### src/hw/ccc_cfg.svh
`ifndef CCC_CFG_SVH
`define CCC_CFG_SVH

// ============================================================
// Register offsets (byte addresses)
`define CCC_OFS_CTRL 8'h00
`define CCC_OFS_TIMING 8'h04
`define CCC_OFS_VECTOR 8'h08
`define CCC_OFS_FILT47 8'h0c
`define CCC_OFS_EVENT 8'h10
// FIFO interrupt registers: 8'h80 + 4 * n
`define CCC_FIFO_AREA_BIT 7

// ============================================================
// Control register fields
`define CCC_CTRL_MODE_HI 23
`define CCC_CTRL_MODE_LO 21
`define CCC_CTRL_ON 15
`define CCC_CTRL_IDLE_STOP 13
`define CCC_CTRL_BUSY 11
`define CCC_CTRL_DEPTH_HI 4
`define CCC_MODE_CONFIG 3'h4
`define CCC_MODE_RESET 3'h4
`define CCC_DEPTH_MAX 5'h12

// ============================================================
// Bit timing fields
`define CCC_TIM_BRP_HI 5
`define CCC_TIM_SJW_LO 6
`define CCC_TIM_SJW_HI 7
`define CCC_TIM_PROPAGATION_SEGMENT_LEN_LO 8
`define CCC_TIM_PROPAGATION_SEGMENT_LEN_HI 10
`define CCC_TIM_PH1_LO 11
`define CCC_TIM_PH1_HI 13
`define CCC_TIM_SAM 14
`define CCC_TIM_PH2_SEL 15
`define CCC_TIM_PH2_LO 16
`define CCC_TIM_PH2_HI 18

// ============================================================
// Vector and event fields
`define CCC_VEC_HIT_LO 8
`define CCC_VEC_HIT_HI 12
`define CCC_EVT_EN_LO 16
`define CCC_EVT_EN_HI 23
`define CCC_CODE_NONE 7'h40
`define CCC_FIFO_COUNT 32
`define CCC_EVT_COUNT 8
`define CCC_FILT_BASE 5'h04

`endif

### src/hw/ccc_pkg.sv
package ccc_pkg;

    // ============================================================
    // Run state of the controller
    typedef enum logic [1:0] {
        RUN_OFF,
        RUN_ACTIVE,
        RUN_DRAIN
    } ccc_run_t;

    // Module events, one-cycle pulses, highest code first
    typedef struct packed {
        logic invalid_message_event;
        logic mode_change_event;
        logic timestamp_timer_event;
        logic bandwidth_error_event;
        logic system_error_event;
        logic receive_overrun_event;
        logic wakeup_event;
        logic bus_error_event;
    } ccc_evt_t;

    // Live occupancy of one FIFO
    typedef struct packed {
        logic full;
        logic half;
        logic empty;
        logic not_empty;
        logic overflow;
    } ccc_fifo_stat_t;

    // One filter control byte
    typedef struct packed {
        logic enable;
        logic [1:0] mask_choice;
        logic [4:0] fifo_choice;
    } ccc_filt_t;

    // Per-FIFO interrupt register state
    typedef struct packed {
        logic [2:0] tx_ie;
        logic [3:0] rx_ie;
        logic rx_overrun_flag;
    } ccc_fifo_st_t;

endpackage

### src/hw/ccc_fifo_irq.sv
`timescale 1ns/1ps
`include "ccc_cfg.svh"

module ccc_fifo_irq (
    // Clock and reset
    input wire logic I_REF_CLK,
    input wire logic I_RESETN,
    // Register access
    input wire logic i_wr,
    input wire logic [31:0] i_wdata,
    output logic [31:0] o_rdata,
    // FIFO status
    input wire logic i_tx,
    input wire ccc_pkg::ccc_fifo_stat_t i_stat,
    output logic o_pend
);
    import ccc_pkg::*;

    ccc_fifo_st_t st_r;
    ccc_fifo_st_t st_nxt;
    logic [2:0] tx_flags;
    logic [3:0] rx_flags;

    // ============================================================
    // Live flags, except the sticky receive overrun
    // Space flag by direction
    assign tx_flags = {i_tx & ~i_stat.full, i_tx & i_stat.half,
                       i_tx & i_stat.empty};
    assign rx_flags = {st_r.rx_overrun_flag, ~i_tx & i_stat.full,
                       ~i_tx & i_stat.half, ~i_tx & i_stat.not_empty};

    assign o_pend = |(tx_flags & st_r.tx_ie) | |(rx_flags & st_r.rx_ie);

    assign o_rdata = {5'h00, st_r.tx_ie, 4'h0, st_r.rx_ie,
                      5'h00, tx_flags, 4'h0, rx_flags};

    // ============================================================
    // State update
    always_comb begin
        st_nxt = st_r;
        if (i_wr) begin
            st_nxt.tx_ie = i_wdata[26:24];
            st_nxt.rx_ie = i_wdata[19:16];
            st_nxt.rx_overrun_flag = st_r.rx_overrun_flag & i_wdata[3];
        end
        // Set wins over a clear in the same cycle
        if (i_stat.overflow) begin
            st_nxt.rx_overrun_flag = 1'b1;
        end
    end

    always_ff @(posedge I_REF_CLK or negedge I_RESETN) begin
        if (!I_RESETN) begin
            st_r <= '0;
        end else begin
            st_r <= st_nxt;
        end
    end

endmodule // ccc_fifo_irq

### src/hw/ccc_top.sv
// Chosen here: the address-and-strobe port and the register offsets.
`timescale 1ns/1ps
`include "ccc_cfg.svh"

module ccc_top (
    // Clock and reset
    input wire logic I_REF_CLK,
    input wire logic I_RESETN,
    // Register port
    input wire logic [7:0] I_ADDR,
    input wire logic [31:0] I_WDATA,
    input wire logic I_WR,
    input wire logic I_RD,
    output logic [31:0] O_RDATA,
    // System and protocol engine
    input wire logic I_SYS_IDLE,
    input wire logic I_XFER_BUSY,
    input wire ccc_pkg::ccc_evt_t I_EVENTS,
    output logic O_RUN,
    output logic O_BUSY,
    output logic O_TQ_TICK,
    output logic O_THREE_SAMPLE,
    output logic [3:0] O_PROP_TQ,
    output logic [2:0] O_SJW_TQ,
    output logic [3:0] O_PHASE1_TQ,
    output logic [3:0] O_PHASE2_TQ,
    output logic [4:0] O_DATA_DEPTH,
    // Acceptance filters 4..7
    input wire logic I_MATCH_VALID,
    input wire logic [3:0] I_MATCH,
    output logic [7:0] O_FILT_MASK_SEL,
    output logic O_ACCEPT,
    output logic [4:0] O_ACCEPT_FIFO,
    output logic [4:0] O_ACCEPT_FILTER,
    // FIFO status
    input wire logic [31:0] I_FIFO_TX,
    input wire ccc_pkg::ccc_fifo_stat_t [31:0] I_FIFO_STAT,
    output logic [31:0] O_FIFO_PEND,
    output logic [6:0] O_INTERRUPT_CODE
);
    import ccc_pkg::*;

    // ============================================================
    // State
    typedef struct packed {
        ccc_run_t run_state;
        logic [2:0] mode;
        logic on;
        logic idle_stop;
        logic [4:0] depth;
        logic [5:0] bit_rate_prescale;
        logic [1:0] resync_jump_width;
        logic [2:0] propagation_segment_len;
        logic [2:0] ph1;
        logic [2:0] ph2;
        logic ph2_prog;
        logic sam;
        ccc_filt_t [3:0] filt;
        logic [7:0] evt_flag;
        logic [7:0] evt_en;
        logic [4:0] matched_filter_number;
        logic [6:0] interrupt_code;
        logic busy;
        logic run;
        logic [6:0] tq_cnt;
        logic tq_tick;
        logic three_sample;
        logic [3:0] prop_tq;
        logic [2:0] sjw_tq;
        logic [3:0] ph1_tq;
        logic [3:0] ph2_tq;
        logic accept;
        logic [4:0] acc_fifo;
        logic [4:0] acc_filt;
        logic [31:0] fifo_pend;
        logic [31:0] rdata;
    } ccc_top_st_t;

    ccc_top_st_t st_r;
    ccc_top_st_t st_nxt;

    logic [31:0] fifo_pend;
    logic [31:0] fifo_rdata [`CCC_FIFO_COUNT];
    logic fifo_area;
    logic [4:0] fifo_idx;
    logic [7:0] evt_pend;

    assign fifo_area = I_ADDR[`CCC_FIFO_AREA_BIT];
    assign fifo_idx = I_ADDR[6:2];
    assign evt_pend = st_r.evt_flag & st_r.evt_en;

    // ============================================================
    // FIFO interrupt registers
    genvar gi;
    generate
        for (gi = 0; gi < `CCC_FIFO_COUNT; gi = gi + 1) begin : g_fifo
            ccc_fifo_irq u_fifo (
                .I_REF_CLK(I_REF_CLK),
                .I_RESETN(I_RESETN),
                .i_wr(I_WR && fifo_area && (fifo_idx == 5'(gi))),
                .i_wdata(I_WDATA),
                .o_rdata(fifo_rdata[gi]),
                .i_tx(I_FIFO_TX[gi]),
                .i_stat(I_FIFO_STAT[gi]),
                .o_pend(fifo_pend[gi])
            );
        end
    endgenerate

    // ============================================================
    // Next-state logic
    always_comb begin
        logic halted;
        logic found;
        logic [6:0] code;
        logic [6:0] tq_last;
        logic [2:0] ph2_eff;
        halted = 1'b0;
        found = 1'b0;
        code = `CCC_CODE_NONE;
        tq_last = {st_r.bit_rate_prescale, 1'b1};
        ph2_eff = st_r.ph2;
        st_nxt = st_r;
        st_nxt.accept = 1'b0;
        st_nxt.tq_tick = 1'b0;
        st_nxt.rdata = 32'h0000_0000;

        // Control register writes
        if (I_WR && !fifo_area && I_ADDR == `CCC_OFS_CTRL) begin
            st_nxt.mode = I_WDATA[`CCC_CTRL_MODE_HI:`CCC_CTRL_MODE_LO];
            st_nxt.on = I_WDATA[`CCC_CTRL_ON];
            st_nxt.idle_stop = I_WDATA[`CCC_CTRL_IDLE_STOP];
            if (I_WDATA[`CCC_CTRL_DEPTH_HI:0] <= `CCC_DEPTH_MAX) begin
                st_nxt.depth = I_WDATA[`CCC_CTRL_DEPTH_HI:0];
            end
        end

        if (I_WR && I_ADDR == `CCC_OFS_TIMING &&
            st_r.mode == `CCC_MODE_CONFIG) begin
            st_nxt.bit_rate_prescale = I_WDATA[`CCC_TIM_BRP_HI:0];
            st_nxt.resync_jump_width = I_WDATA[`CCC_TIM_SJW_HI:`CCC_TIM_SJW_LO];
            st_nxt.propagation_segment_len = I_WDATA[`CCC_TIM_PROPAGATION_SEGMENT_LEN_HI:`CCC_TIM_PROPAGATION_SEGMENT_LEN_LO];
            st_nxt.ph1 = I_WDATA[`CCC_TIM_PH1_HI:`CCC_TIM_PH1_LO];
            st_nxt.ph2 = I_WDATA[`CCC_TIM_PH2_HI:`CCC_TIM_PH2_LO];
            st_nxt.ph2_prog = I_WDATA[`CCC_TIM_PH2_SEL];
            st_nxt.sam = I_WDATA[`CCC_TIM_SAM];
        end

        // Byte lane locked while filter enabled
        if (I_WR && I_ADDR == `CCC_OFS_FILT47) begin
            for (int k = 0; k < 4; k++) begin
                if (!st_r.filt[k].enable) begin
                    st_nxt.filt[k] = I_WDATA[8*k +: 8];
                end
            end
        end

        // Event flags: write one to clear, set wins
        if (I_WR && I_ADDR == `CCC_OFS_EVENT) begin
            st_nxt.evt_flag = st_r.evt_flag & ~I_WDATA[7:0];
            st_nxt.evt_en = I_WDATA[`CCC_EVT_EN_HI:`CCC_EVT_EN_LO];
        end
        st_nxt.evt_flag = st_nxt.evt_flag | I_EVENTS;

        // ========================================================
        // Run state, drain on disable
        unique case (st_r.run_state)
            RUN_OFF: begin
                if (st_r.on) begin
                    st_nxt.run_state = RUN_ACTIVE;
                end
            end
            RUN_ACTIVE: begin
                if (!st_r.on) begin
                    st_nxt.run_state = RUN_DRAIN;
                end
            end
            RUN_DRAIN: begin
                if (st_r.on) begin
                    st_nxt.run_state = RUN_ACTIVE;
                end else if (!I_XFER_BUSY) begin
                    st_nxt.run_state = RUN_OFF;
                end
            end
        endcase
        st_nxt.busy = (st_nxt.run_state != RUN_OFF);
        halted = st_r.idle_stop && I_SYS_IDLE;
        st_nxt.run = (st_nxt.run_state != RUN_OFF) && !halted;

        // ========================================================
        // Time quantum divider
        // Quantum of 2*(prescale+1) clocks
        if (st_r.run) begin
            if (st_r.tq_cnt >= tq_last) begin
                st_nxt.tq_cnt = 7'h00;
                st_nxt.tq_tick = 1'b1;
            end else begin
                st_nxt.tq_cnt = st_r.tq_cnt + 7'h01;
            end
        end else begin
            st_nxt.tq_cnt = 7'h00;
        end

        st_nxt.prop_tq = {1'b0, st_r.propagation_segment_len} + 4'h1;
        st_nxt.sjw_tq = {1'b0, st_r.resync_jump_width} + 3'h1;
        st_nxt.ph1_tq = {1'b0, st_r.ph1} + 4'h1;
        // Auto phase two, never above phase one
        if (!st_r.ph2_prog || st_r.ph2 > st_r.ph1) begin
            ph2_eff = st_r.ph1;
        end
        st_nxt.ph2_tq = {1'b0, ph2_eff} + 4'h1;
        st_nxt.three_sample = st_r.sam && (st_r.bit_rate_prescale >= 6'h02);

        // ========================================================
        // Acceptance among filters 4..7
        if (I_MATCH_VALID) begin
            for (int k = 3; k >= 0; k--) begin
                if (I_MATCH[k] && st_r.filt[k].enable) begin
                    st_nxt.accept = 1'b1;
                    st_nxt.acc_fifo = st_r.filt[k].fifo_choice;
                    st_nxt.acc_filt = `CCC_FILT_BASE + 5'(k);
                end
            end
            if (st_nxt.accept) begin
                st_nxt.matched_filter_number = st_nxt.acc_filt;
            end
        end

        // ========================================================
        // Interrupt code, lowest source first
        // FIFO codes take precedence
        for (int f = 0; f < `CCC_FIFO_COUNT; f++) begin
            if (!found && fifo_pend[f]) begin
                found = 1'b1;
                code = 7'(f);
            end
        end
        for (int e = 0; e < `CCC_EVT_COUNT; e++) begin
            if (!found && evt_pend[e]) begin
                found = 1'b1;
                code = `CCC_CODE_NONE + 7'(e + 1);
            end
        end
        st_nxt.interrupt_code = code;
        st_nxt.fifo_pend = fifo_pend;

        // ========================================================
        // Read data, one cycle after strobe
        if (I_RD) begin
            if (fifo_area) begin
                st_nxt.rdata = fifo_rdata[fifo_idx];
            end else begin
                unique case (I_ADDR)
                    `CCC_OFS_CTRL: begin
                        st_nxt.rdata[`CCC_CTRL_MODE_HI:`CCC_CTRL_MODE_LO] =
                            st_r.mode;
                        st_nxt.rdata[`CCC_CTRL_ON] = st_r.on;
                        st_nxt.rdata[`CCC_CTRL_IDLE_STOP] = st_r.idle_stop;
                        st_nxt.rdata[`CCC_CTRL_BUSY] = st_r.busy;
                        st_nxt.rdata[`CCC_CTRL_DEPTH_HI:0] = st_r.depth;
                    end
                    `CCC_OFS_TIMING: begin
                        st_nxt.rdata[`CCC_TIM_PH2_HI:0] = {st_r.ph2,
                            st_r.ph2_prog, st_r.sam, st_r.ph1,
                            st_r.propagation_segment_len, st_r.resync_jump_width, st_r.bit_rate_prescale};
                    end
                    `CCC_OFS_VECTOR: begin
                        st_nxt.rdata[`CCC_VEC_HIT_HI:`CCC_VEC_HIT_LO] =
                            st_r.matched_filter_number;
                        st_nxt.rdata[6:0] = st_r.interrupt_code;
                    end
                    `CCC_OFS_FILT47: begin
                        st_nxt.rdata = st_r.filt;
                    end
                    `CCC_OFS_EVENT: begin
                        st_nxt.rdata[7:0] = st_r.evt_flag;
                        st_nxt.rdata[`CCC_EVT_EN_HI:`CCC_EVT_EN_LO] =
                            st_r.evt_en;
                    end
                    default: begin
                        // Unmapped reads return zero
                        st_nxt.rdata = 32'h0000_0000;
                    end
                endcase
            end
        end
    end

    // ============================================================
    // Registers
    always_ff @(posedge I_REF_CLK or negedge I_RESETN) begin
        if (!I_RESETN) begin
            st_r <= '0;
            st_r.mode <= `CCC_MODE_RESET;
            st_r.interrupt_code <= `CCC_CODE_NONE;
            st_r.run_state <= RUN_OFF;
            st_r.prop_tq <= 4'h1;
            st_r.sjw_tq <= 3'h1;
            st_r.ph1_tq <= 4'h1;
            st_r.ph2_tq <= 4'h1;
        end else begin
            st_r <= st_nxt;
        end
    end

    // ============================================================
    // Outputs, all from flops
    assign O_RDATA = st_r.rdata;
    assign O_RUN = st_r.run;
    assign O_BUSY = st_r.busy;
    assign O_TQ_TICK = st_r.tq_tick;
    assign O_THREE_SAMPLE = st_r.three_sample;
    assign O_PROP_TQ = st_r.prop_tq;
    assign O_SJW_TQ = st_r.sjw_tq;
    assign O_PHASE1_TQ = st_r.ph1_tq;
    assign O_PHASE2_TQ = st_r.ph2_tq;
    assign O_DATA_DEPTH = st_r.depth;
    assign O_FILT_MASK_SEL = {st_r.filt[3].mask_choice,
                              st_r.filt[2].mask_choice,
                              st_r.filt[1].mask_choice,
                              st_r.filt[0].mask_choice};
    assign O_ACCEPT = st_r.accept;
    assign O_ACCEPT_FIFO = st_r.acc_fifo;
    assign O_ACCEPT_FILTER = st_r.acc_filt;
    assign O_FIFO_PEND = st_r.fifo_pend;
    assign O_INTERRUPT_CODE = st_r.interrupt_code;

endmodule // ccc_top

### config.mk
export PLATFORM = sky130hd
export DESIGN_NAME = ccc_top
export DESIGN_NICKNAME = d
export VERILOG_FILES = /design/src/hw/ccc_pkg.sv /design/src/hw/ccc_fifo_irq.sv /design/src/hw/ccc_top.sv
export VERILOG_INCLUDE_DIRS = /design/src /design/src/hw
export SDC_FILE = /design/constraint.sdc
export NUM_CORES = 1
export LEC_CHECK = 0
export ABC_AREA = 1
export BUFFER_PORTS_ARGS = -buffer_cell sky130_fd_sc_hd__buf_2
export CORE_MARGIN = 3
export CORE_UTILIZATION = 34
export CTS_CLUSTER_SIZE = 40
export DETAILED_ROUTE_END_ITERATION = 12
export MAX_ROUTING_LAYER = met4
export PLACE_DENSITY = 0.57
export SLEW_MARGIN = 20
export SYNTH_ARGS = -nofsm -noshare
export SYNTH_HDL_FRONTEND = slang
export SYNTH_HIERARCHICAL = 1
export SYNTH_SLANG_ARGS = --single-unit
export TNS_END_PERCENT = 20
### constraint.sdc
create_clock -name I_REF_CLK -period 3.5 [get_ports I_REF_CLK]
set_clock_uncertainty 0.1 [all_clocks]
set_input_delay 0.175 -clock I_REF_CLK [delete_from_list [all_inputs] [get_ports I_REF_CLK]]
set_output_delay 0.175 -clock I_REF_CLK [all_outputs]
set_load 0.1 [all_outputs]
== Word-level counts from Yosys, hierarchy flattened ==
Cells that the tools add are included.
Operators by class
  reductions and logical operators: 235
  equal/unequal tests: 39
  add/subtract/negate cells: 5
  bitwise operators: 393
  magnitude comparators: 5
  muxes and demuxes: 182
Operator list (count)
  7-bit two-way mux: 42
  1-bit AND: 224
  32-bit binary-select mux with 5-bit select: 1
  4-bit AND: 32
  32-bit two-way mux: 4
  4-bit OR reduction: 32
  1-bit two-way mux: 105
  3-bit AND: 32
  3-bit OR reduction: 32
  1-bit logical AND: 85
  5-bit equality test, second input constant: 16
  1-bit inverter: 68
  11-bit two-way mux: 6
  2-bit nonzero test: 33
  1-bit zero test: 42
  5-bit by 4-bit equality test with 1-bit output, second input constant: 8
  8-bit two-way mux: 5
  1-bit bitwise OR: 32
  3-bit case mux with 3 select lines: 3
  5-bit case mux with 5 select lines: 1
  5-bit by 3-bit equality test with 1-bit output, second input constant: 4
  8-bit AND: 2
  8-bit by 4-bit equality test with 1-bit output, second input constant: 2
  16-bit two-way mux: 1
  other kinds (32): 47
Storage, ports and cells
  register bits after elaboration: 448
  logic and storage cells: 997
  output and inout bits: 114

== Depth between registers and ports, before layout ==
Gate-level depths: netlist (run 1).
  word-level depth: 123
  gate-level depth with buffers: 29
  depth with buffers taken out: 28

== Cells and area by module ==
The synthesis (run 1) kept the hierarchy.
By module, submodules not included
  ccc_fifo_irq: area each 570.5 um2, times used 32, cells an instance 80
  ccc_top: area each 15234.6 um2, times used 1, cells an instance 2103

== Least setup slack after synthesis (run 1) ==
No wires, ideal clock.
  path kind: flip-flop to flip-flop
  from: register g_fifo[2].u_fifo.st_r (netlist bit g_fifo[2].u_fifo/o_rdata[18])
  to: register st_r (netlist bit O_INTERRUPT_CODE[1])
  path buffers: 0
  stages on the path, launching flop included: 26
  path slack: 556 ps
  arrival: 2779 ps
  library setup time: 65 ps
  data required time: 3335 ps
  path through: dfrtp_1 -> nand3_2 -> nand2_2 -> nor2_2 -> nand2_1 -> nor2_2 -> nand2_2 -> nor2_2 -> nand4_2 -> nor2_2 -> nand4_2 -> nor2_2 -> nand4_2 -> nor2_2 -> nand4_2 -> nor2_2 -> nand4_2 -> nor2_2 -> nand4_2 -> nor2_2 -> nand4_2 -> nor2_2 -> nand4_1 -> nor2_2 -> o21ai_1 -> nand2_1
RTL lines
  start, declared: line ccc_fifo_irq.sv:19  | ccc_fifo_st_t st_r;
  start signal, assigned: line ccc_fifo_irq.sv:56  | st_r <= st_nxt;
  end signal, assigned: line ccc_top.sv:302  | st_r <= st_nxt;
  end, declared: line ccc_top.sv:79  | ccc_top_st_t st_r;

==> impl_metrics.env, run 1 <==
export IMPL_status="finished with violations"
export IMPL_violations="negative setup slack"
export IMPL_ys_warn_count=6
export IMPL_fmax_mhz=283
export IMPL_nets=5296
export IMPL_drc=0
export IMPL_clock_sinks=447
export IMPL_first_iter_violations=3091
export IMPL_ys_seq_area_share_pct=33.4
export IMPL_ioPinCount=365
export IMPL_syn_area_um2=33500
export IMPL_synth_edf_count=0
export IMPL_die_h_um=320
export IMPL_holdWs_ns=0.00110
export IMPL_track_usage_pct=25.8
export IMPL_fp_coreArea_um2=97100
export IMPL_grt_pass1_wl_mm=192
export IMPL_cts_tree="built"
export IMPL_drv_slew=0
export IMPL_ys_types=52
export IMPL_post_route_min_period_ns=3.53
export IMPL_cp_end_kind="register"
export IMPL_final_common_cell="nand2_1"
export IMPL_firstDrtPassIters=6
export IMPL_grt_overflow_total=0
export IMPL_async_flop_share_pct=100
export IMPL_clock_latency_ns=0.68
export IMPL_critPathLaunchType="register"
export IMPL_htree_levels=2
export IMPL_nFillCells=10200
export IMPL_rsz0062_at_grt="true"
export IMPL_ys_seq_elements=447
export IMPL_synth_ff_type="dfrtp_1"
export IMPL_cts_buffers=56
export IMPL_worstPathArrival_ns=4.02
export IMPL_final_cell_mix="1077 x nand2_1, 577 x conb_1, 441 x dfrtp_1"
export IMPL_avgSynthCellArea_um2=7.18
export IMPL_grt_max_degree=80
export IMPL_die_w_um=320
export IMPL_wl_mm=132
export IMPL_cap_violations=0
export IMPL_setup_viol=2
export IMPL_dr_total_vias=31200
export IMPL_critPathRequiredTime_ns=4.00
export IMPL_final_util_pct=38.8
export IMPL_ir_drop_v=0.000390
export IMPL_numPortBuffers=363
export IMPL_clk_pin_slew_worst_paths_ns=0.07
export IMPL_p_per_area_nw_per_um2=457
export IMPL_finalSetupTns_ns=-0.0410
export IMPL_max_slew_margin_rel_pct=23.5
export IMPL_rows=114
export IMPL_fin_crit_sh_pct=101
export IMPL_drive_above_1_share_pct=17.3
export IMPL_r2r_cells=26
export IMPL_tightest_slew_ns=1.15
export IMPL_hp_class="primary input to asynchronous set/reset pin"
export IMPL_vias_per_cell=4.89
export IMPL_setup_slack_ns=-0.0281
export IMPL_synthCells=4663
export IMPL_initial_core_util_pct=34.5
export IMPL_antenna_found_initial=32
export IMPL_worstSetupPathType="register to register"
export IMPL_grt_pass1_vias=29000
export IMPL_clock_path_buffers=3
export IMPL_path_max_fanout=3
export IMPL_dieArea_um2=102000
export IMPL_cts_root_buf="clkbuf_16"
export IMPL_gp_congestion=0.951
export IMPL_wl_per_cell_um=20.7
export IMPL_ant_nets=0
export IMPL_hold_viol=0
export IMPL_dp_hpwl_mm=99.9
export IMPL_power_leakage_uw=0.0196
export IMPL_syn_to_final_growth_pct=12.6
-- worst paths after layout --
check | start | to | slack, ns
worst min-delay path | I_RESETN | O_ACCEPT_FILTER[4] | 0.001
worst max-delay path | g_fifo[2].u_fifo/o_rdata[19] | O_INTERRUPT_CODE[0] | -0.03
min in group I_REF_CLK | I_FIFO_STAT[139] | O_FIFO_PEND[27] | 0.03
worst min register to register | st_r[110] | st_r[110] | 0.36
max in group asynchronous | I_RESETN | g_fifo[25].u_fifo/o_rdata[18] | 2.29
worst max register to register | g_fifo[2].u_fifo/o_rdata[19] | O_INTERRUPT_CODE[0] | -0.03
-- synth_stat cells, types with 33 or more instances --
cell | count | share of area (%)
a21oi_1 | 106 | 1.6
a22oi_1 | 119 | 2.7
buf_4 | 717 | 16
nor2_2 | 43 | 0.80
conb_1 | 33 | 0.37
dfrtp_1 | 441 | 33
nand3_1 | 145 | 2.2
buf_1 | 41 | 0.46
inv_1 | 399 | 4.5
o21ai_0 | 367 | 5.5
nand2_1 | 1081 | 12
nand4_1 | 50 | 0.93
nand2_2 | 33 | 0.62
nor2_1 | 275 | 3.1
o22ai_1 | 364 | 6.8
clkbuf_1 | 129 | 1.4
-- stage by stage --
stage	instance area [µm²]	worst slack, ns	cells	total power [µW]
2_1_floorplan	35500	0.556	5207	9530
3_3_place_gp	34400	-0.0354	6131	10700
3_5_place_dp	34400	-0.110	6131	10700
4_1_cts	37600	-0.0450	6352	17300
5_1_grt	37700	-0.538	6375	18000
6_report	37700	-0.0281	6375	17200
-- state kept, by name (all words and copies together), names as in the netlist --
| signal | count |
|---|---|
| g_fifo.u_fifo/o_rdata | 256 |
| st_r | 78 |
| O_FIFO_PEND | 32 |
| O_RDATA | 32 |
| O_FILT_MASK_SEL | 8 |
| O_INTERRUPT_CODE | 6 |
| O_ACCEPT_FIFO | 5 |
| O_ACCEPT_FILTER | 5 |
| O_DATA_DEPTH | 5 |
| O_PHASE1_TQ | 4 |
| O_PHASE2_TQ | 4 |
| O_PROP_TQ | 4 |
| O_SJW_TQ | 3 |
| O_ACCEPT | 1 |
| O_BUSY | 1 |
| O_RUN | 1 |
| O_THREE_SAMPLE | 1 |
| O_TQ_TICK | 1 |
-- layer usage --
metal  vias to the layer above  global-route usage (%)  wire length, µm
li1                      15000                       -                -
met1                     14700                    32.6            55500
met2                      1258                    40.9            61000
met3                       234                    3.68             9000
met4                         0                    11.8             6560
met5                         -                       -                0
-- area by class of cell --
| cell class | count | area [µm²] | share of cell area, % |
|---|---|---|---|
| multi-input combinational | 3376 | 16200 | 43.0 |
| inverter | 465 | 1840 | 4.87 |
| clock buffer | 78 | 1670 | 4.44 |
| timing repair buffer | 683 | 4750 | 12.6 |
| sequential | 447 | 11200 | 29.7 |
| antenna | 23 | 57.6 | 0.153 |
| tap | 1276 | 1600 | 4.23 |
| clock inverter | 27 | 367 | 0.972 |
-- worst max-delay path, cell delays in order, from the launching register on --
cell and delay (ns):
dfrtp_1 0.40, nand2_2 0.08, nand2_2 0.05, nor2_2 0.08
nand2_1 0.09, nor2_4 0.14, buf_6 0.13, nand4_1 0.14
nor2_2 0.17, nand4_1 0.15, nor2_1 0.15, nand4_1 0.12
nor2_2 0.12, nand4_1 0.14, nor2_1 0.12, nand4_1 0.12
nor2_1 0.11, nand4_1 0.11, nor2_1 0.15, nand4_1 0.14
nor2_2 0.13, nand4_1 0.12, nor2_1 0.15, nor2_1 0.07
nand2_1 0.06, inv_1 0.03, nand2_1 0.05
-- logic make-up after synthesis --
group / share of synthesized area, %
AOI/OAI and AO/OA: 19.2
adders and majority gates: 0.598
and+or+nand+nor: 21.7
muxes: 0.0672
other: 0.370
buffers and inverters: 24.5
DFF: 33.4
xor gates and xnor gates: 0.209
-- power by group --
group	switching [µW]	internal, µW	total [µW]	leakage (µW)
clock	2560	3860	6420	0.000995
combinational	3380	1320	4700	0.0130
sequential	426	5700	6130	0.00560
total	6360	10900	17200	0.0196
-- timing repair --
| item | in CTS | in global routing |
|---|---|---|
| hold buffers | 115 | 0 |
| setup endpoints to repair | 4 | 6 |
| resized for setup | 9 | 5 |
| endpoints found under the hold margin | 424 | 0 |
| pin swaps | 4 | 1 |
| setup buffers | 1 | 0 |
Power figures use the tool's default switching activity.
==> run 2, diff against run 1 <==
Settings changed: CELL_PAD_IN_SITES_DETAIL_PLACEMENT set to 1, CELL_PAD_IN_SITES_GLOBAL_PLACEMENT set to 2, PLACE_DENSITY 0.57 to 0.87.
==> run 2 against run 1 <==
- non-clock buffer count grew 39
- worst hold slack gained 0.030 ns
- core utilization increased by 0.098 points
- critical path depth increased by 1
- power down 3.2%
- the run still ends with negative setup slack left
- global-route usage rose by 2.1 points
- sequential cell count did not move
- largest cell class unchanged
- register-to-register slack lost 0.12 ns
- die area unchanged
- final cell count rose by 0.45%
- routed wire length up 7.7%
- via count increased by 3.1%
==> impl_metrics.env, run 2 (same netlist as run 1, synthesis figures left out) <==
export IMPL_fmax_mhz=274
export IMPL_wl_per_cell_um=22.2
export IMPL_cts_tree="built"
export IMPL_worstPathArrival_ns=4.11
export IMPL_gp_congestion=0.942
export IMPL_fin_crit_sh_pct=104
export IMPL_htree_levels=2
export IMPL_rsz0062_at_grt="true"
export IMPL_antenna_found_initial=20
export IMPL_clk_pin_slew_worst_paths_ns=0.07
export IMPL_cap_violations=0
export IMPL_dp_hpwl_mm=106
export IMPL_hold_viol=0
export IMPL_wl_mm=142
export IMPL_die_h_um=320
export IMPL_dr_total_vias=32100
export IMPL_setup_viol=4
export IMPL_hp_class="primary input to register"
export IMPL_setup_slack_ns=-0.147
export IMPL_drv_slew=0
export IMPL_final_cell_count_no_fill=6404
export IMPL_die_w_um=320
export IMPL_grt_pass1_vias=32500
export IMPL_final_common_cell="nand2_1"
export IMPL_rows=114
export IMPL_placedCellCount=6140
export IMPL_grt_max_degree=81
export IMPL_drc=0
export IMPL_final_cell_mix="1074 x nand2_1, 577 x conb_1, 441 x dfrtp_1"
export IMPL_clock_path_buffers=3
export IMPL_worstSetupPathType="register to register"
export IMPL_ir_drop_v=0.000343
export IMPL_firstDrtPassIters=5
export IMPL_cp_end_kind="register"
export IMPL_final_util_pct=38.9
export IMPL_syn_to_final_growth_pct=12.9
export IMPL_track_usage_pct=27.9
export IMPL_tightest_slew_ns=1.06
export IMPL_critPathLaunchType="register"
export IMPL_post_route_min_period_ns=3.65
export IMPL_path_max_fanout=2
export IMPL_nets=5332
export IMPL_ant_nets=0
export IMPL_nFillCells=12400
export IMPL_vias_per_cell=5.02
export IMPL_drive_above_1_share_pct=17.3
export IMPL_violations="negative setup slack"
export IMPL_status="finished with violations"
export IMPL_clock_sinks=447
export IMPL_clock_latency_ns=0.66
export IMPL_initial_core_util_pct=34.5
export IMPL_p_per_area_nw_per_um2=442
export IMPL_grt_overflow_total=0
export IMPL_cts_root_buf="clkbuf_16"
export IMPL_largest_register_ffs=256
export IMPL_first_iter_violations=2677
export IMPL_cts_buffers=53
export IMPL_max_slew_margin_rel_pct=29.3
export IMPL_power_leakage_uw=0.0196
export IMPL_ioPinCount=365
export IMPL_grt_pass1_wl_mm=210
export IMPL_numPortBuffers=363
export IMPL_dieArea_um2=102000
export IMPL_fp_coreArea_um2=97100
export IMPL_critPathRequiredTime_ns=3.96
run 2: changes by cell type in the layout (fill, tap and decap cells not counted), moves of 6 or more:
cell,delta
clkinv_2,+6
dlygate4sd3_1,+30
clkbuf_8,-9
clkbuf_1,+7
buf_4,+11
run 2: final timing paths:
check,depth (start not counted),to,startpoint,slack [ns]
max,27,O_INTERRUPT_CODE[2],g_fifo[1].u_fifo/o_rdata[24],-0.15
min reg2reg,1,O_ACCEPT_FILTER[2],O_ACCEPT_FILTER[2],0.37
min,3,g_fifo[13].u_fifo/o_rdata[18],I_WDATA[18],0.03
max reg2reg,27,O_INTERRUPT_CODE[2],g_fifo[1].u_fifo/o_rdata[24],-0.15
min in group asynchronous,2,st_r[170],I_RESETN,0.05
max in group asynchronous,3,g_fifo[16].u_fifo/o_rdata[26],I_RESETN,2.26
run 2: final cells by class:
class                           instances  area, µm²  area share, %
Sequential cell                       447      11200           29.6
Antenna cell                           19       47.5          0.126
Inverter                              465       1840           4.86
Clock inverter                         26        250          0.662
Multi-Input combinational cell       3376      16300           43.0
Timing Repair Buffer                  722       5110           13.5
Tap cell                             1276       1600           4.22
Clock buffer                           73       1500           3.97
run 2: through the flow:
| stage | power (µW) | area (µm²) | worst slack (ns) | setup TNS [ns] | hold slack (ns) |
|---|---|---|---|---|---|
| finish | 16700 | 37800 | -0.147 | -0.300 | 0.0307 |
| detailed placement | 10800 | 34500 | -0.164 | -0.608 | 0.160 |
| global route | 17400 | 37800 | -0.548 | -1.88 | -0.00146 |
| CTS | 16700 | 37700 | -0.134 | -0.346 | 0.000272 |
| global placement | 10700 | 34500 | -0.0507 | -0.140 | 0.154 |
| floorplan | 9530 | 35500 | 0.556 | 0 | -0.221 |
run 2: routing by layer:
layer,GRT usage [%],part of all wire [%],vias to the layer above,wire (µm)
li1,-,-,15000,-
met1,35.8,43,15900,60700
met2,45.2,48,992,67700
met3,3.68,5.8,228,8310
met4,9.94,3.9,0,5490
met5,-,0,-,0
run 2: report_power, final:
group / total, µW / switching (µW) / internal (µW)
registers: 6150 / 444 / 5700
clock network: 5700 / 2460 / 3230
logic: 4850 / 3470 / 1380
run 2: critical path, stage by stage (launching register included):
cell and delay (ns):
dfrtp_1 0.38, nand3_1 0.09, nand2_1 0.05, nor2_1 0.12, nand2_2 0.10, nor2_4 0.19, nand4_1 0.16, nor2_1 0.14
nand4_1 0.13, nor2_1 0.12, buf_4 0.14, nand4_1 0.08, nor2_1 0.11, buf_4 0.14, nand4_1 0.14, nor2_1 0.12
nand4_1 0.12, nor2_1 0.11, nand4_1 0.11, nor2_1 0.14, nand4_1 0.14, nor2_2 0.13, nand4_1 0.13, nor2_2 0.13
o21ai_1 0.08, nand2_1 0.06, inv_1 0.04, nand2_1 0.05
run 2: what timing repair did:
item,4_1_cts,5_1_grt
hold buffers,145,0
pin swaps,1,2
endpoints found under the hold margin,216,0
setup buffers,1,0
gates resized for setup,7,12
setup endpoints to repair,4,6
